===== src/verilog/alcc_pkg.sv =====
// What this block does
// RULE1: Entering stop3 without the async clock selected aborts the conversion and idles.
// RULE2: Stop3 entry or exit leaves both result bytes unchanged.
// RULE3: After a stop3 abort, stay idle until a software or hardware trigger.
// RULE4: With the async clock selected, the converter keeps running in stop3.
// RULE5: A conversion underway at stop3 entry completes when the async clock is selected.
// RULE6: In stop3 with async clock, hardware trigger or continuous mode start conversions.
// RULE7: Completion in stop3 sets the complete flag and raises the interrupt if enabled.
// RULE8: Software clears a pending result-read block before entering stop3.
// RULE9: Stop1 or stop2 disables the module and returns every register to reset. The code keeps the bus answer and the stop3 sample.
// RULE10: Configuration bit 7 selects low power, bit 4 selects long sample time.
// RULE11: Configuration bits 6:5 divide the input clock; 00 divides by one.
// RULE12: Configuration bits 3:2 choose resolution; 10 selects 10-bit.
// RULE13: Configuration bits 1:0 choose the input clock; 00 is the bus clock.
// RULE14: Status/control two bit 7 reads high while a conversion is in progress.
// RULE15: Status/control two bit 6 selects hardware trigger, bit 5 enables compare.
// RULE16: Status/control two bits 3:2 read zero; software writes zero to bits 1:0.
// RULE17: Status/control one bit 7 is a read-only flag set when a conversion finishes.
// RULE18: Status/control one bit 6 enables the interrupt, bit 5 selects continuous mode.
// RULE19: Status/control one bits 4:0 pick the channel; 00001 is channel one.
// RULE20: Software reads the high result byte before the low byte.
// RULE21: Software writes configuration, then status/control two, then status/control one.
// RULE22: A set pin control bit disables digital I/O on that analog input.
// RULE23: In 10-bit mode a result arriving between high and low byte reads is discarded.
// RULE24: Any status/control one write aborts; it starts anew unless the channel is all ones.
// RULE25: With compare on, the flag sets only when the result meets the compare limit.
`default_nettype none
package alcc_pkg;
    // Register byte addresses
    localparam logic [7:0] OFS_CFG    = 8'h00;
    localparam logic [7:0] OFS_SC2    = 8'h04;
    localparam logic [7:0] OFS_SC1    = 8'h08;
    localparam logic [7:0] OFS_RES_HI = 8'h0C;
    localparam logic [7:0] OFS_RES_LO = 8'h10;
    localparam logic [7:0] OFS_CV_HI  = 8'h14;
    localparam logic [7:0] OFS_CV_LO  = 8'h18;
    localparam logic [7:0] OFS_PIN1   = 8'h1C;
    localparam logic [7:0] OFS_PIN2   = 8'h20;
    // Configuration fields
    localparam int CFG_LOWPWR_BIT = 7;
    localparam int CFG_DIV_LSB    = 5;
    localparam int CFG_LONG_BIT   = 4;
    localparam int CFG_MODE_LSB   = 2;
    localparam int CFG_CLK_LSB    = 0;
    // Status/control fields
    localparam int SC2_ACT_BIT    = 7;
    localparam int SC2_TRG_BIT    = 6;
    localparam int SC2_CMPEN_BIT  = 5;
    localparam int SC2_CMPGT_BIT  = 4;
    localparam int SC1_CONV_COMPLETE_FLAG_BIT   = 7;
    localparam int SC1_IEN_BIT    = 6;
    localparam int SC1_CONT_BIT   = 5;
    localparam int SC1_CHAN_LSB   = 0;
    // Codes
    localparam logic [1:0] MODE_10BIT   = 2'h2;
    localparam logic [1:0] CLK_BUS      = 2'h0;
    localparam logic [1:0] CLK_BUS_HALF = 2'h1;
    localparam logic [1:0] CLK_ALT      = 2'h2;
    localparam logic [1:0] CLK_ASYNC    = 2'h3;
    localparam logic [4:0] CHAN_OFF     = 5'h1F;
    // Reset values
    localparam logic [7:0] CFG_RST = 8'h00;
    localparam logic [7:0] PIN_RST = 8'h00;
    localparam logic [9:0] CV_RST  = 10'h000;
    localparam logic [9:0] RES_RST = 10'h000;
    // Conversion timing in converter clock ticks
    localparam logic [5:0] SAMPLE_SHORT_TICKS = 6'h04;
    localparam logic [5:0] SAMPLE_LONG_TICKS  = 6'h18;
    localparam logic [5:0] BITS_8_TICKS       = 6'h08;
    localparam logic [5:0] BITS_10_TICKS      = 6'h0A;
    localparam logic [5:0] EXTRA_TICKS        = 6'h02;
    localparam logic [5:0] CNT_LAST           = 6'h01;

    typedef enum logic [0:0] {ST_IDLE, ST_CONV} alcc_conv_state_t;

    typedef struct packed {
        alcc_conv_state_t state;
        logic [5:0]       cnt;
        logic [7:0]       cfg;
        logic             trg;
        logic             cmpen;
        logic             cmpgt;
        logic             ien;
        logic             cont;
        logic [4:0]       chan;
        logic             conv_complete_flag;
        logic             act;
        logic             lock;
        logic [9:0]       res;
        logic [9:0]       cv;
        logic [7:0]       pin1;
        logic [7:0]       pin2;
        logic             stop3_q;
        logic             irq;
        logic             pready;
        logic             pslverr;
        logic [31:0]      prdata;
    } alcc_regs_t;

    localparam alcc_regs_t REGS_RST = '{
        state: ST_IDLE, cnt: 6'h00, cfg: CFG_RST, trg: 1'b0, cmpen: 1'b0, cmpgt: 1'b0,
        ien: 1'b0, cont: 1'b0, chan: CHAN_OFF, conv_complete_flag: 1'b0, act: 1'b0, lock: 1'b0,
        res: RES_RST, cv: CV_RST, pin1: PIN_RST, pin2: PIN_RST, stop3_q: 1'b0,
        irq: 1'b0, pready: 1'b0, pslverr: 1'b0, prdata: 32'h0000_0000};

    typedef struct packed {
        logic       half;
        logic [2:0] cnt;
        logic       tick;
    } alcc_div_t;
endpackage
`default_nettype wire


===== src/verilog/alcc_top.sv =====
`timescale 1ns/100ps
`default_nettype none
module alcc_top
    import alcc_pkg::*;
(
    // Clock and reset
    input  wire logic        pclk,
    input  wire logic        presetn,
    // APB slave
    input  wire logic        psel,
    input  wire logic        penable,
    input  wire logic        pwrite,
    input  wire logic [7:0]  paddr,
    input  wire logic [31:0] pwdata,
    output logic [31:0]      prdata,
    output logic             pready,
    output logic             pslverr,
    // Power modes
    input  wire logic        stop3_mode,
    input  wire logic        deep_stop,
    // Triggers and clock sources
    input  wire logic        hw_trigger,
    input  wire logic        alt_tick,
    input  wire logic        async_tick,
    // Analog front end
    input  wire logic [9:0]  conv_sample,
    output logic [4:0]       analog_channel,
    output logic             low_power,
    output logic [15:0]      pin_digital_off,
    // Status
    output logic             conv_active,
    output logic             conv_irq
);
    alcc_regs_t r;
    alcc_regs_t nx;
    logic       adck_tick;
    logic       div_run;
    logic       setup;
    logic       wr;
    logic       rd;
    logic       is10;
    logic [9:0] value;
    logic [9:0] cv_eff;
    logic [9:0] diff;
    logic       cmp_ok;
    logic       blocked;
    logic       finish;
    logic       conv_complete_flag_set;
    logic       conv_complete_flag_clr;
    logic       async_sel;
    logic       stop3_abort;
    logic       hw_start;
    logic       sc1_start;

    function automatic logic addr_known(input logic [7:0] a);
        return a == OFS_CFG || a == OFS_SC2 || a == OFS_SC1 || a == OFS_RES_HI
            || a == OFS_RES_LO || a == OFS_CV_HI || a == OFS_CV_LO || a == OFS_PIN1
            || a == OFS_PIN2;
    endfunction

    function automatic logic [5:0] conv_len(input logic long_smp, input logic ten);
        logic [5:0] s;
        logic [5:0] b;
        s = long_smp ? SAMPLE_LONG_TICKS : SAMPLE_SHORT_TICKS;
        b = ten ? BITS_10_TICKS : BITS_8_TICKS;
        return s + b + EXTRA_TICKS;
    endfunction

    function automatic logic [31:0] read_word(input logic [7:0] a, input alcc_regs_t q, input logic ten);
        logic [7:0] v;
        v = 8'h00;
        case (a)
            OFS_CFG:    v = q.cfg;
            OFS_SC2: begin
                v[SC2_ACT_BIT]   = q.act; // [RULE14]
                v[SC2_TRG_BIT]   = q.trg;
                v[SC2_CMPEN_BIT] = q.cmpen;
                v[SC2_CMPGT_BIT] = q.cmpgt; // Bits 3:0 stay zero [RULE16]
            end
            OFS_SC1: begin
                v[SC1_CONV_COMPLETE_FLAG_BIT] = q.conv_complete_flag; // [RULE17]
                v[SC1_IEN_BIT]  = q.ien;
                v[SC1_CONT_BIT] = q.cont;
                v[SC1_CHAN_LSB +: 5] = q.chan;
            end
            OFS_RES_HI: v = ten ? {6'h00, q.res[9:8]} : 8'h00;
            OFS_RES_LO: v = q.res[7:0];
            OFS_CV_HI:  v = {6'h00, q.cv[9:8]};
            OFS_CV_LO:  v = q.cv[7:0];
            OFS_PIN1:   v = q.pin1;
            OFS_PIN2:   v = q.pin2;
            default:    v = 8'h00;
        endcase
        return {24'h000000, v};
    endfunction

    assign async_sel = r.cfg[CFG_CLK_LSB +: 2] == CLK_ASYNC;
    // The bus clock stops in stop3, so only the async source keeps ticking [RULE4]
    assign div_run   = (r.state == ST_CONV) && !deep_stop && (!stop3_mode || async_sel);

    alcc_clk_div u_div (
        .pclk       (pclk),
        .presetn    (presetn),
        .run        (div_run),
        .clk_src    (r.cfg[CFG_CLK_LSB +: 2]),
        .div_sel    (r.cfg[CFG_DIV_LSB +: 2]),
        .alt_tick   (alt_tick),
        .async_tick (async_tick),
        .adck_tick  (adck_tick)
    );

    always_comb begin
        nx          = r;
        setup       = psel && !penable;
        wr          = psel && penable && r.pready && pwrite;
        rd          = psel && penable && r.pready && !pwrite;
        is10        = r.cfg[CFG_MODE_LSB +: 2] == MODE_10BIT; // [RULE12]
        value       = is10 ? conv_sample : {2'h0, conv_sample[9:2]};
        cv_eff      = is10 ? r.cv : {2'h0, r.cv[7:0]};
        diff        = value - cv_eff;
        cmp_ok      = !r.cmpen || (r.cmpgt ? (value >= cv_eff) : (value < cv_eff)); // [RULE25]
        blocked     = is10 && r.lock; // [RULE23]
        finish      = (r.state == ST_CONV) && adck_tick && (r.cnt == CNT_LAST);
        conv_complete_flag_set    = finish && !blocked && cmp_ok; // [RULE7] [RULE17]
        conv_complete_flag_clr    = (wr && paddr == OFS_SC1) || (rd && paddr == OFS_RES_LO);
        stop3_abort = stop3_mode && !r.stop3_q && !async_sel; // [RULE1]
        hw_start    = hw_trigger && r.trg && (r.chan != CHAN_OFF) && (r.state == ST_IDLE)
                      && (!stop3_mode || async_sel); // [RULE6] [RULE15]
        sc1_start   = wr && (paddr == OFS_SC1) && (pwdata[SC1_CHAN_LSB +: 5] != CHAN_OFF);

        // Bus answer: zero wait states, data registered in the setup cycle
        nx.pready  = setup;
        nx.pslverr = setup && !addr_known(paddr);
        if (setup) begin
            nx.prdata = read_word(paddr, r, is10);
        end

        // Conversion progress
        if ((r.state == ST_CONV) && adck_tick) begin
            nx.cnt = r.cnt - 6'h01;
        end
        if (finish) begin
            if (conv_complete_flag_set) begin
                nx.res = r.cmpen ? diff : value;
            end
            // A blocked result refires unless single compare-miss; otherwise continuous refires
            if ((blocked && !(r.cmpen && !cmp_ok && !r.cont)) || (!blocked && r.cont)) begin // [RULE18] [RULE5]
                nx.cnt = conv_len(r.cfg[CFG_LONG_BIT], is10);
            end else begin
                nx.state = ST_IDLE;
            end
        end
        if (hw_start) begin
            nx.state = ST_CONV;
            nx.cnt   = conv_len(r.cfg[CFG_LONG_BIT], is10);
        end

        // In 10-bit mode, reading the high byte holds off new results until the low byte is read
        if (rd && paddr == OFS_RES_HI && is10) begin
            nx.lock = 1'b1;
        end
        if (rd && paddr == OFS_RES_LO) begin
            nx.lock = 1'b0;
        end

        if (wr) begin
            case (paddr)
                OFS_CFG: begin
                    nx.cfg   = pwdata[7:0]; // [RULE10] [RULE13]
                    nx.state = ST_IDLE;
                end
                OFS_SC2: begin
                    nx.trg   = pwdata[SC2_TRG_BIT];
                    nx.cmpen = pwdata[SC2_CMPEN_BIT];
                    nx.cmpgt = pwdata[SC2_CMPGT_BIT];
                    nx.state = ST_IDLE;
                end
                OFS_SC1: begin
                    nx.ien   = pwdata[SC1_IEN_BIT];
                    nx.cont  = pwdata[SC1_CONT_BIT];
                    nx.chan  = pwdata[SC1_CHAN_LSB +: 5]; // [RULE19]
                    nx.state = sc1_start ? ST_CONV : ST_IDLE; // [RULE24]
                    nx.cnt   = conv_len(r.cfg[CFG_LONG_BIT], is10);
                end
                OFS_CV_HI: begin
                    nx.cv[9:8] = pwdata[1:0];
                    nx.state   = ST_IDLE;
                end
                OFS_CV_LO: begin
                    nx.cv[7:0] = pwdata[7:0];
                    nx.state   = ST_IDLE;
                end
                OFS_PIN1: nx.pin1 = pwdata[7:0]; // [RULE22]
                OFS_PIN2: nx.pin2 = pwdata[7:0];
                default: nx.pin1 = r.pin1;
            endcase
        end

        // Set wins over clear
        nx.conv_complete_flag = (r.conv_complete_flag && !conv_complete_flag_clr) || conv_complete_flag_set;
        if (stop3_abort) begin
            nx.state = ST_IDLE; // [RULE1] [RULE3]
        end
        nx.stop3_q = stop3_mode;
        nx.irq     = r.conv_complete_flag && r.ien; // [RULE7]
        nx.act     = nx.state == ST_CONV; // [RULE14]

        // Deepest stop: everything but the bus answer and the stop3 sample back to reset
        if (deep_stop) begin
            nx         = REGS_RST; // [RULE9]
            nx.pready  = setup;
            nx.pslverr = setup && !addr_known(paddr);
            nx.prdata  = r.prdata;
            nx.stop3_q = stop3_mode;
        end
    end

    always_ff @(posedge pclk or negedge presetn) begin
        if (!presetn) begin
            r <= REGS_RST;
        end else begin
            r <= nx;
        end
    end

    assign prdata          = r.prdata;
    assign pready          = r.pready;
    assign pslverr         = r.pslverr;
    assign analog_channel  = r.chan;
    assign low_power       = r.cfg[CFG_LOWPWR_BIT]; // [RULE10]
    assign pin_digital_off = {r.pin2, r.pin1}; // [RULE22]
    assign conv_active     = r.act;
    assign conv_irq        = r.irq;
endmodule // alcc_top
`default_nettype wire


===== src/verilog/alcc_clk_div.sv =====
`timescale 1ns/100ps
`default_nettype none
module alcc_clk_div
    import alcc_pkg::*;
(
    // Clock and reset
    input  wire logic       pclk,
    input  wire logic       presetn,
    // Control
    input  wire logic       run,
    input  wire logic [1:0] clk_src,
    input  wire logic [1:0] div_sel,
    input  wire logic       alt_tick,
    input  wire logic       async_tick,
    // Converter clock enable
    output logic            adck_tick
);
    alcc_div_t r;
    alcc_div_t nx;
    logic      src_tick;
    logic [2:0] mask;

    always_comb begin
        nx = r;
        case (clk_src)
            CLK_BUS:      src_tick = 1'b1;
            CLK_BUS_HALF: src_tick = r.half;
            CLK_ALT:      src_tick = alt_tick;
            CLK_ASYNC:    src_tick = async_tick;
            default:      src_tick = 1'b0;
        endcase
        case (div_sel) // [RULE11]
            2'h0:    mask = 3'h0;
            2'h1:    mask = 3'h1;
            2'h2:    mask = 3'h3;
            default: mask = 3'h7;
        endcase
        nx.tick = 1'b0;
        if (!run) begin
            nx.half = 1'b0;
            nx.cnt  = 3'h0;
        end else begin
            nx.half = !r.half;
            if (src_tick) begin
                if (r.cnt == mask) begin
                    nx.cnt  = 3'h0;
                    nx.tick = 1'b1;
                end else begin
                    nx.cnt = r.cnt + 3'h1;
                end
            end
        end
    end

    always_ff @(posedge pclk or negedge presetn) begin
        if (!presetn) begin
            r <= '{half: 1'b0, cnt: 3'h0, tick: 1'b0};
        end else begin
            r <= nx;
        end
    end

    assign adck_tick = r.tick;
endmodule // alcc_clk_div
`default_nettype wire


===== config.mk =====
export PLATFORM = sky130hd
export DESIGN_NAME = alcc_top
export DESIGN_NICKNAME = d
export VERILOG_FILES = /design/src/verilog/alcc_pkg.sv /design/src/verilog/alcc_top.sv /design/src/verilog/alcc_clk_div.sv
export SDC_FILE = /design/constraint.sdc
export NUM_CORES = 1
export LEC_CHECK = 0
export BUFFER_PORTS_ARGS = -buffer_cell sky130_fd_sc_hd__clkbuf_2
export CAP_MARGIN = 10
export CELL_PAD_IN_SITES_DETAIL_PLACEMENT = 0
export CELL_PAD_IN_SITES_GLOBAL_PLACEMENT = 1
export CORE_ASPECT_RATIO = 0.5
export CORE_MARGIN = 2
export CORE_UTILIZATION = 43
export CTS_BUF_LIST = sky130_fd_sc_hd__clkbuf_4 sky130_fd_sc_hd__clkbuf_8
export DETAILED_ROUTE_END_ITERATION = 10
export GPL_TIMING_DRIVEN = 0
export HOLD_SLACK_MARGIN = 0.15
export PLACE_DENSITY = 0.93
export SLEW_MARGIN = 20
export SYNTH_ARGS = -nofsm -noshare
export SYNTH_HDL_FRONTEND = slang
export SYNTH_HIERARCHICAL = 1
export SYNTH_SLANG_ARGS = --single-unit

===== constraint.sdc =====
create_clock -name pclk -period 4.1 [get_ports pclk]
set_input_delay 0.205 -clock pclk [delete_from_list [all_inputs] [get_ports pclk]]
set_output_delay 0.205 -clock pclk [all_outputs]
set_load 0.01 [all_outputs]

==> impl_metrics.tcl <==
set metrics [dict create \
    ys.flop_type "dfrtp_1" \
    synth-edff-count 0 \
    p_per_area_mw_per_mm2 258 \
    die_area_mm2 0.0137 \
    cp_top_family "compound AO/OA/AOI/OAI gates" \
    worstPathArrival_ps 4060 \
    ir_worst_vdd_v 0.000140 \
    core_mm2 0.0125 \
    grt_pass1_vias 4485 \
    path_class "flip-flop to flip-flop" \
    fin_util_pct 50.7 \
    fin_crit_sh_pct 93.7 \
    syn-cell-area_mm2 0.00545 \
    first_iter_violations 459 \
    wl_per_cell_um 18.0 \
    worst_pin_slew_ps 859 \
    yosysWarnings 6 \
    cp.required_ps 4310 \
    max_stage_delay_ps 550 \
    worstSkewPairLatency_ps 360 \
    drv_slew 0 \
    grt_use_total_pct 23.8 \
    grt-ovfl-total 0 \
    crit_chain "nor2b_2, clkbuf_2, buf_2, mux2i_1, ha_1, fa_1, nor2b_4, o31ai_4, a21oi_1, a211o_1, buf_6, a2111oi_0, a211oi_1" \
    finalHoldViolCount 0 \
    vias 4951 \
    postSynthCellCount 611 \
    fmax_mhz 260 \
    crit_fanout 10 \
    setup_tns_ps 0 \
    synth_top_area_share_pct 34.4 \
    antenna_found_initial 0 \
    drtPass1Iterations 6 \
    rsz0062_at_grt "no" \
    fin_worst_skew_ps 7.84 \
    fillers 1218 \
    fin_area_mm2 0.00634 \
    start_util_pct 43.6 \
    critPathLaunchType "flip-flop" \
    die_x_um 163 \
    numPortBuffers 66 \
    layout_min_cycle_time_ps 3840 \
    maxCapViolations 0 \
    setup_slack_ps 257 \
    regArea_mm2 0.00201 \
    synth.distinct_cells 78 \
    post_cts_buffers 0 \
    dp_hpwl_um 12100 \
    avgSynthCellArea_um2 8.92 \
    multi_input_area_mm2 0.00292 \
    end_kind "flip-flop" \
    timing.slew.headroom_pct 42.6 \
    yosys.area.top_type "dfrtp_1" \
    cts_max_level 3 \
    p_leak_nw 2.92 \
    ios 118 \
    via_per_inst 5.57 \
    place_ws_ps 56.8 \
    area_growth_pct 16.3 \
    drc 0 \
    cpMaxStageDelayCell "a2111oi_0" \
    drt-total-wl_um 16000 \
    cts_tree "yes" \
    clockBufferDepth 2 \
    cts-root-buf "clkbuf_8" \
    yosysSeqAreaShare_pct 36.8 \
    cts.sinks 80 \
    min_path_type "input pin to flip-flop" \
    final_layout_size_suffix_gt1_share_pct 24.5 \
    grt_pass1_wl_um 24700 \
    rows 29 \
    die-height_um 83.6 \
    setup_viol 0 \
    ys_seq_elements 80 \
    final_antenna_net_count 0 \
    status "finished clean" \
    clkTransAtPathRegs_ps 80 \
    synth_common_cells "dfrtp_1, nand2_1, nor2_1" \
    yosysMostFrequentCell "dfrtp_1" \
    place_congestion 0.908 \
    fin_nets 790 \
    placed_cell_area_mm2 0.00611 \
    cp_num_buf_inv 3 \
    synth_async_sr_flop_share_pct 100 \
    grt_max_degree 46 \
    ys_top_cells_by_area "dfrtp_1, buf_4, mux2i_1" \
    antenna_cells 0 \
    cts_buffers 9 \
]
==> registers in the layout, summed over array words and instances, names as in the netlist <==
signal / count
conv_irq: 1
analog_channel: 5
prdata: 8
u_div/adck_tick: 1
u_div/r: 4
r: 41
pslverr: 1
pready: 1
conv_active: 1
low_power: 1
pin_digital_off: 16
==> metrics by stage <==
| stage | hold WS [ps] | cells | power [mW] |
|---|---|---|---|
| final | 162 | 889 | 1.63 |
| after global routing | 173 | 889 | 1.70 |
| after CTS | 157 | 889 | 1.64 |
| after detailed placement | 241 | 871 | 1.06 |
| after global placement | 345 | 870 | 1.05 |
| after floorplan | -90.6 | 634 | 0.964 |
==> routing by layer <==
layer / share of wire [%] / up-vias / GRT usage (%) / routed length (um)
li1: - / 2299 / - / -
met1: 42 / 2352 / 33.3 / 6810
met2: 45 / 263 / 35.7 / 7130
met3: 11 / 37 / 6.81 / 1700
met4: 2.4 / 0 / 7.24 / 383
met5: 0 / - / 0 / 0
==> power breakdown <==
part	internal, mW	switching (mW)	leakage (nW)
clock network	0.307	0.282	0.0993
logic	0.0974	0.135	1.74
registers	0.803	0.00848	1.08
total	1.21	0.426	2.92
==> cell families after synthesis <==
kind of cell,synth area share (%)
xor gates and xnor gates,1.45
and+or+nand+nor,21.8
muxes,8.03
buffers and inverters,11.2
adders and majority gates,3.58
other,0.0688
DFF,36.8
AOI/OAI and AO/OA,17.1
==> final cells by class <==
cell class / instances / share of cell area (%)
clock inverters: 3 / 0.671
well taps: 170 / 3.35
flip-flops and latches: 80 / 31.7
clock buffers: 12 / 2.41
multi-input cells: 450 / 46.1
plain buffers: 84 / 8.46
inverters: 20 / 1.18
repair buffers: 70 / 6.16
==> tightest hold or removal path, cell delays in order <==
cell	delay, ps
clkbuf_2	100
nand2b_1	120
inv_1	70
==> cell usage in the layout, fill, tap and decap left out, types with 4 or more instances in the layout <==
| master | netlist | final |
|---|---|---|
| and2_1 | 6 | 6 |
| buf_2 | 5 | 5 |
| nand3_1 | 30 | 30 |
| mux2_2 | 6 | 6 |
| inv_1 | 20 | 20 |
| a221oi_1 | 7 | 7 |
| nor3_1 | 6 | 6 |
| a22oi_1 | 8 | 8 |
| o211ai_1 | 4 | 4 |
| nand4_1 | 5 | 5 |
| conb_1 | 1 | 24 |
| nor2b_1 | 13 | 12 |
| dfrtp_1 | 75 | 75 |
| a211oi_1 | 8 | 8 |
| nand2b_1 | 8 | 8 |
| nand3b_1 | 4 | 4 |
| buf_4 | 53 | 53 |
| a31oi_1 | 6 | 6 |
| clkbuf_2 | 0 | 66 |
| a211o_1 | 7 | 7 |
| dfstp_2 | 5 | 5 |
| ha_1 | 14 | 14 |
| clkbuf_8 | 0 | 10 |
| nor2_1 | 54 | 54 |
| clkbuf_1 | 22 | 21 |
| xnor2_1 | 7 | 7 |
| mux2i_1 | 34 | 34 |
| and3_1 | 4 | 4 |
| nand2_1 | 71 | 71 |
| o21ai_0 | 13 | 13 |
| a21oi_1 | 38 | 38 |
| a41oi_1 | 4 | 4 |
==> path summary, 6_finish.rpt <==
kind | slack, ps | depth (start not counted) | endpoint | from
setup / recovery | 260 | 13 | r[70] | r[87]
hold / removal | 160 | 3 | pready | psel
setup reg to reg | 260 | 13 | r[70] | r[87]
hold reg to reg | 430 | 1 | u_div/r[4] | u_div/r[4]
max in group asynchronous | 3060 | 3 | analog_channel[1] | presetn
min in group asynchronous | 380 | 2 | u_div/r[1] | presetn
==> timing repair <==
action                                  in CTS  in global routing
resized for setup                            0                  3
hold buffers                                 3                  0
endpoints found under the setup margin       0                  8
hold endpoints to repair                    37                  0
(Power assumes the default switching activity.)
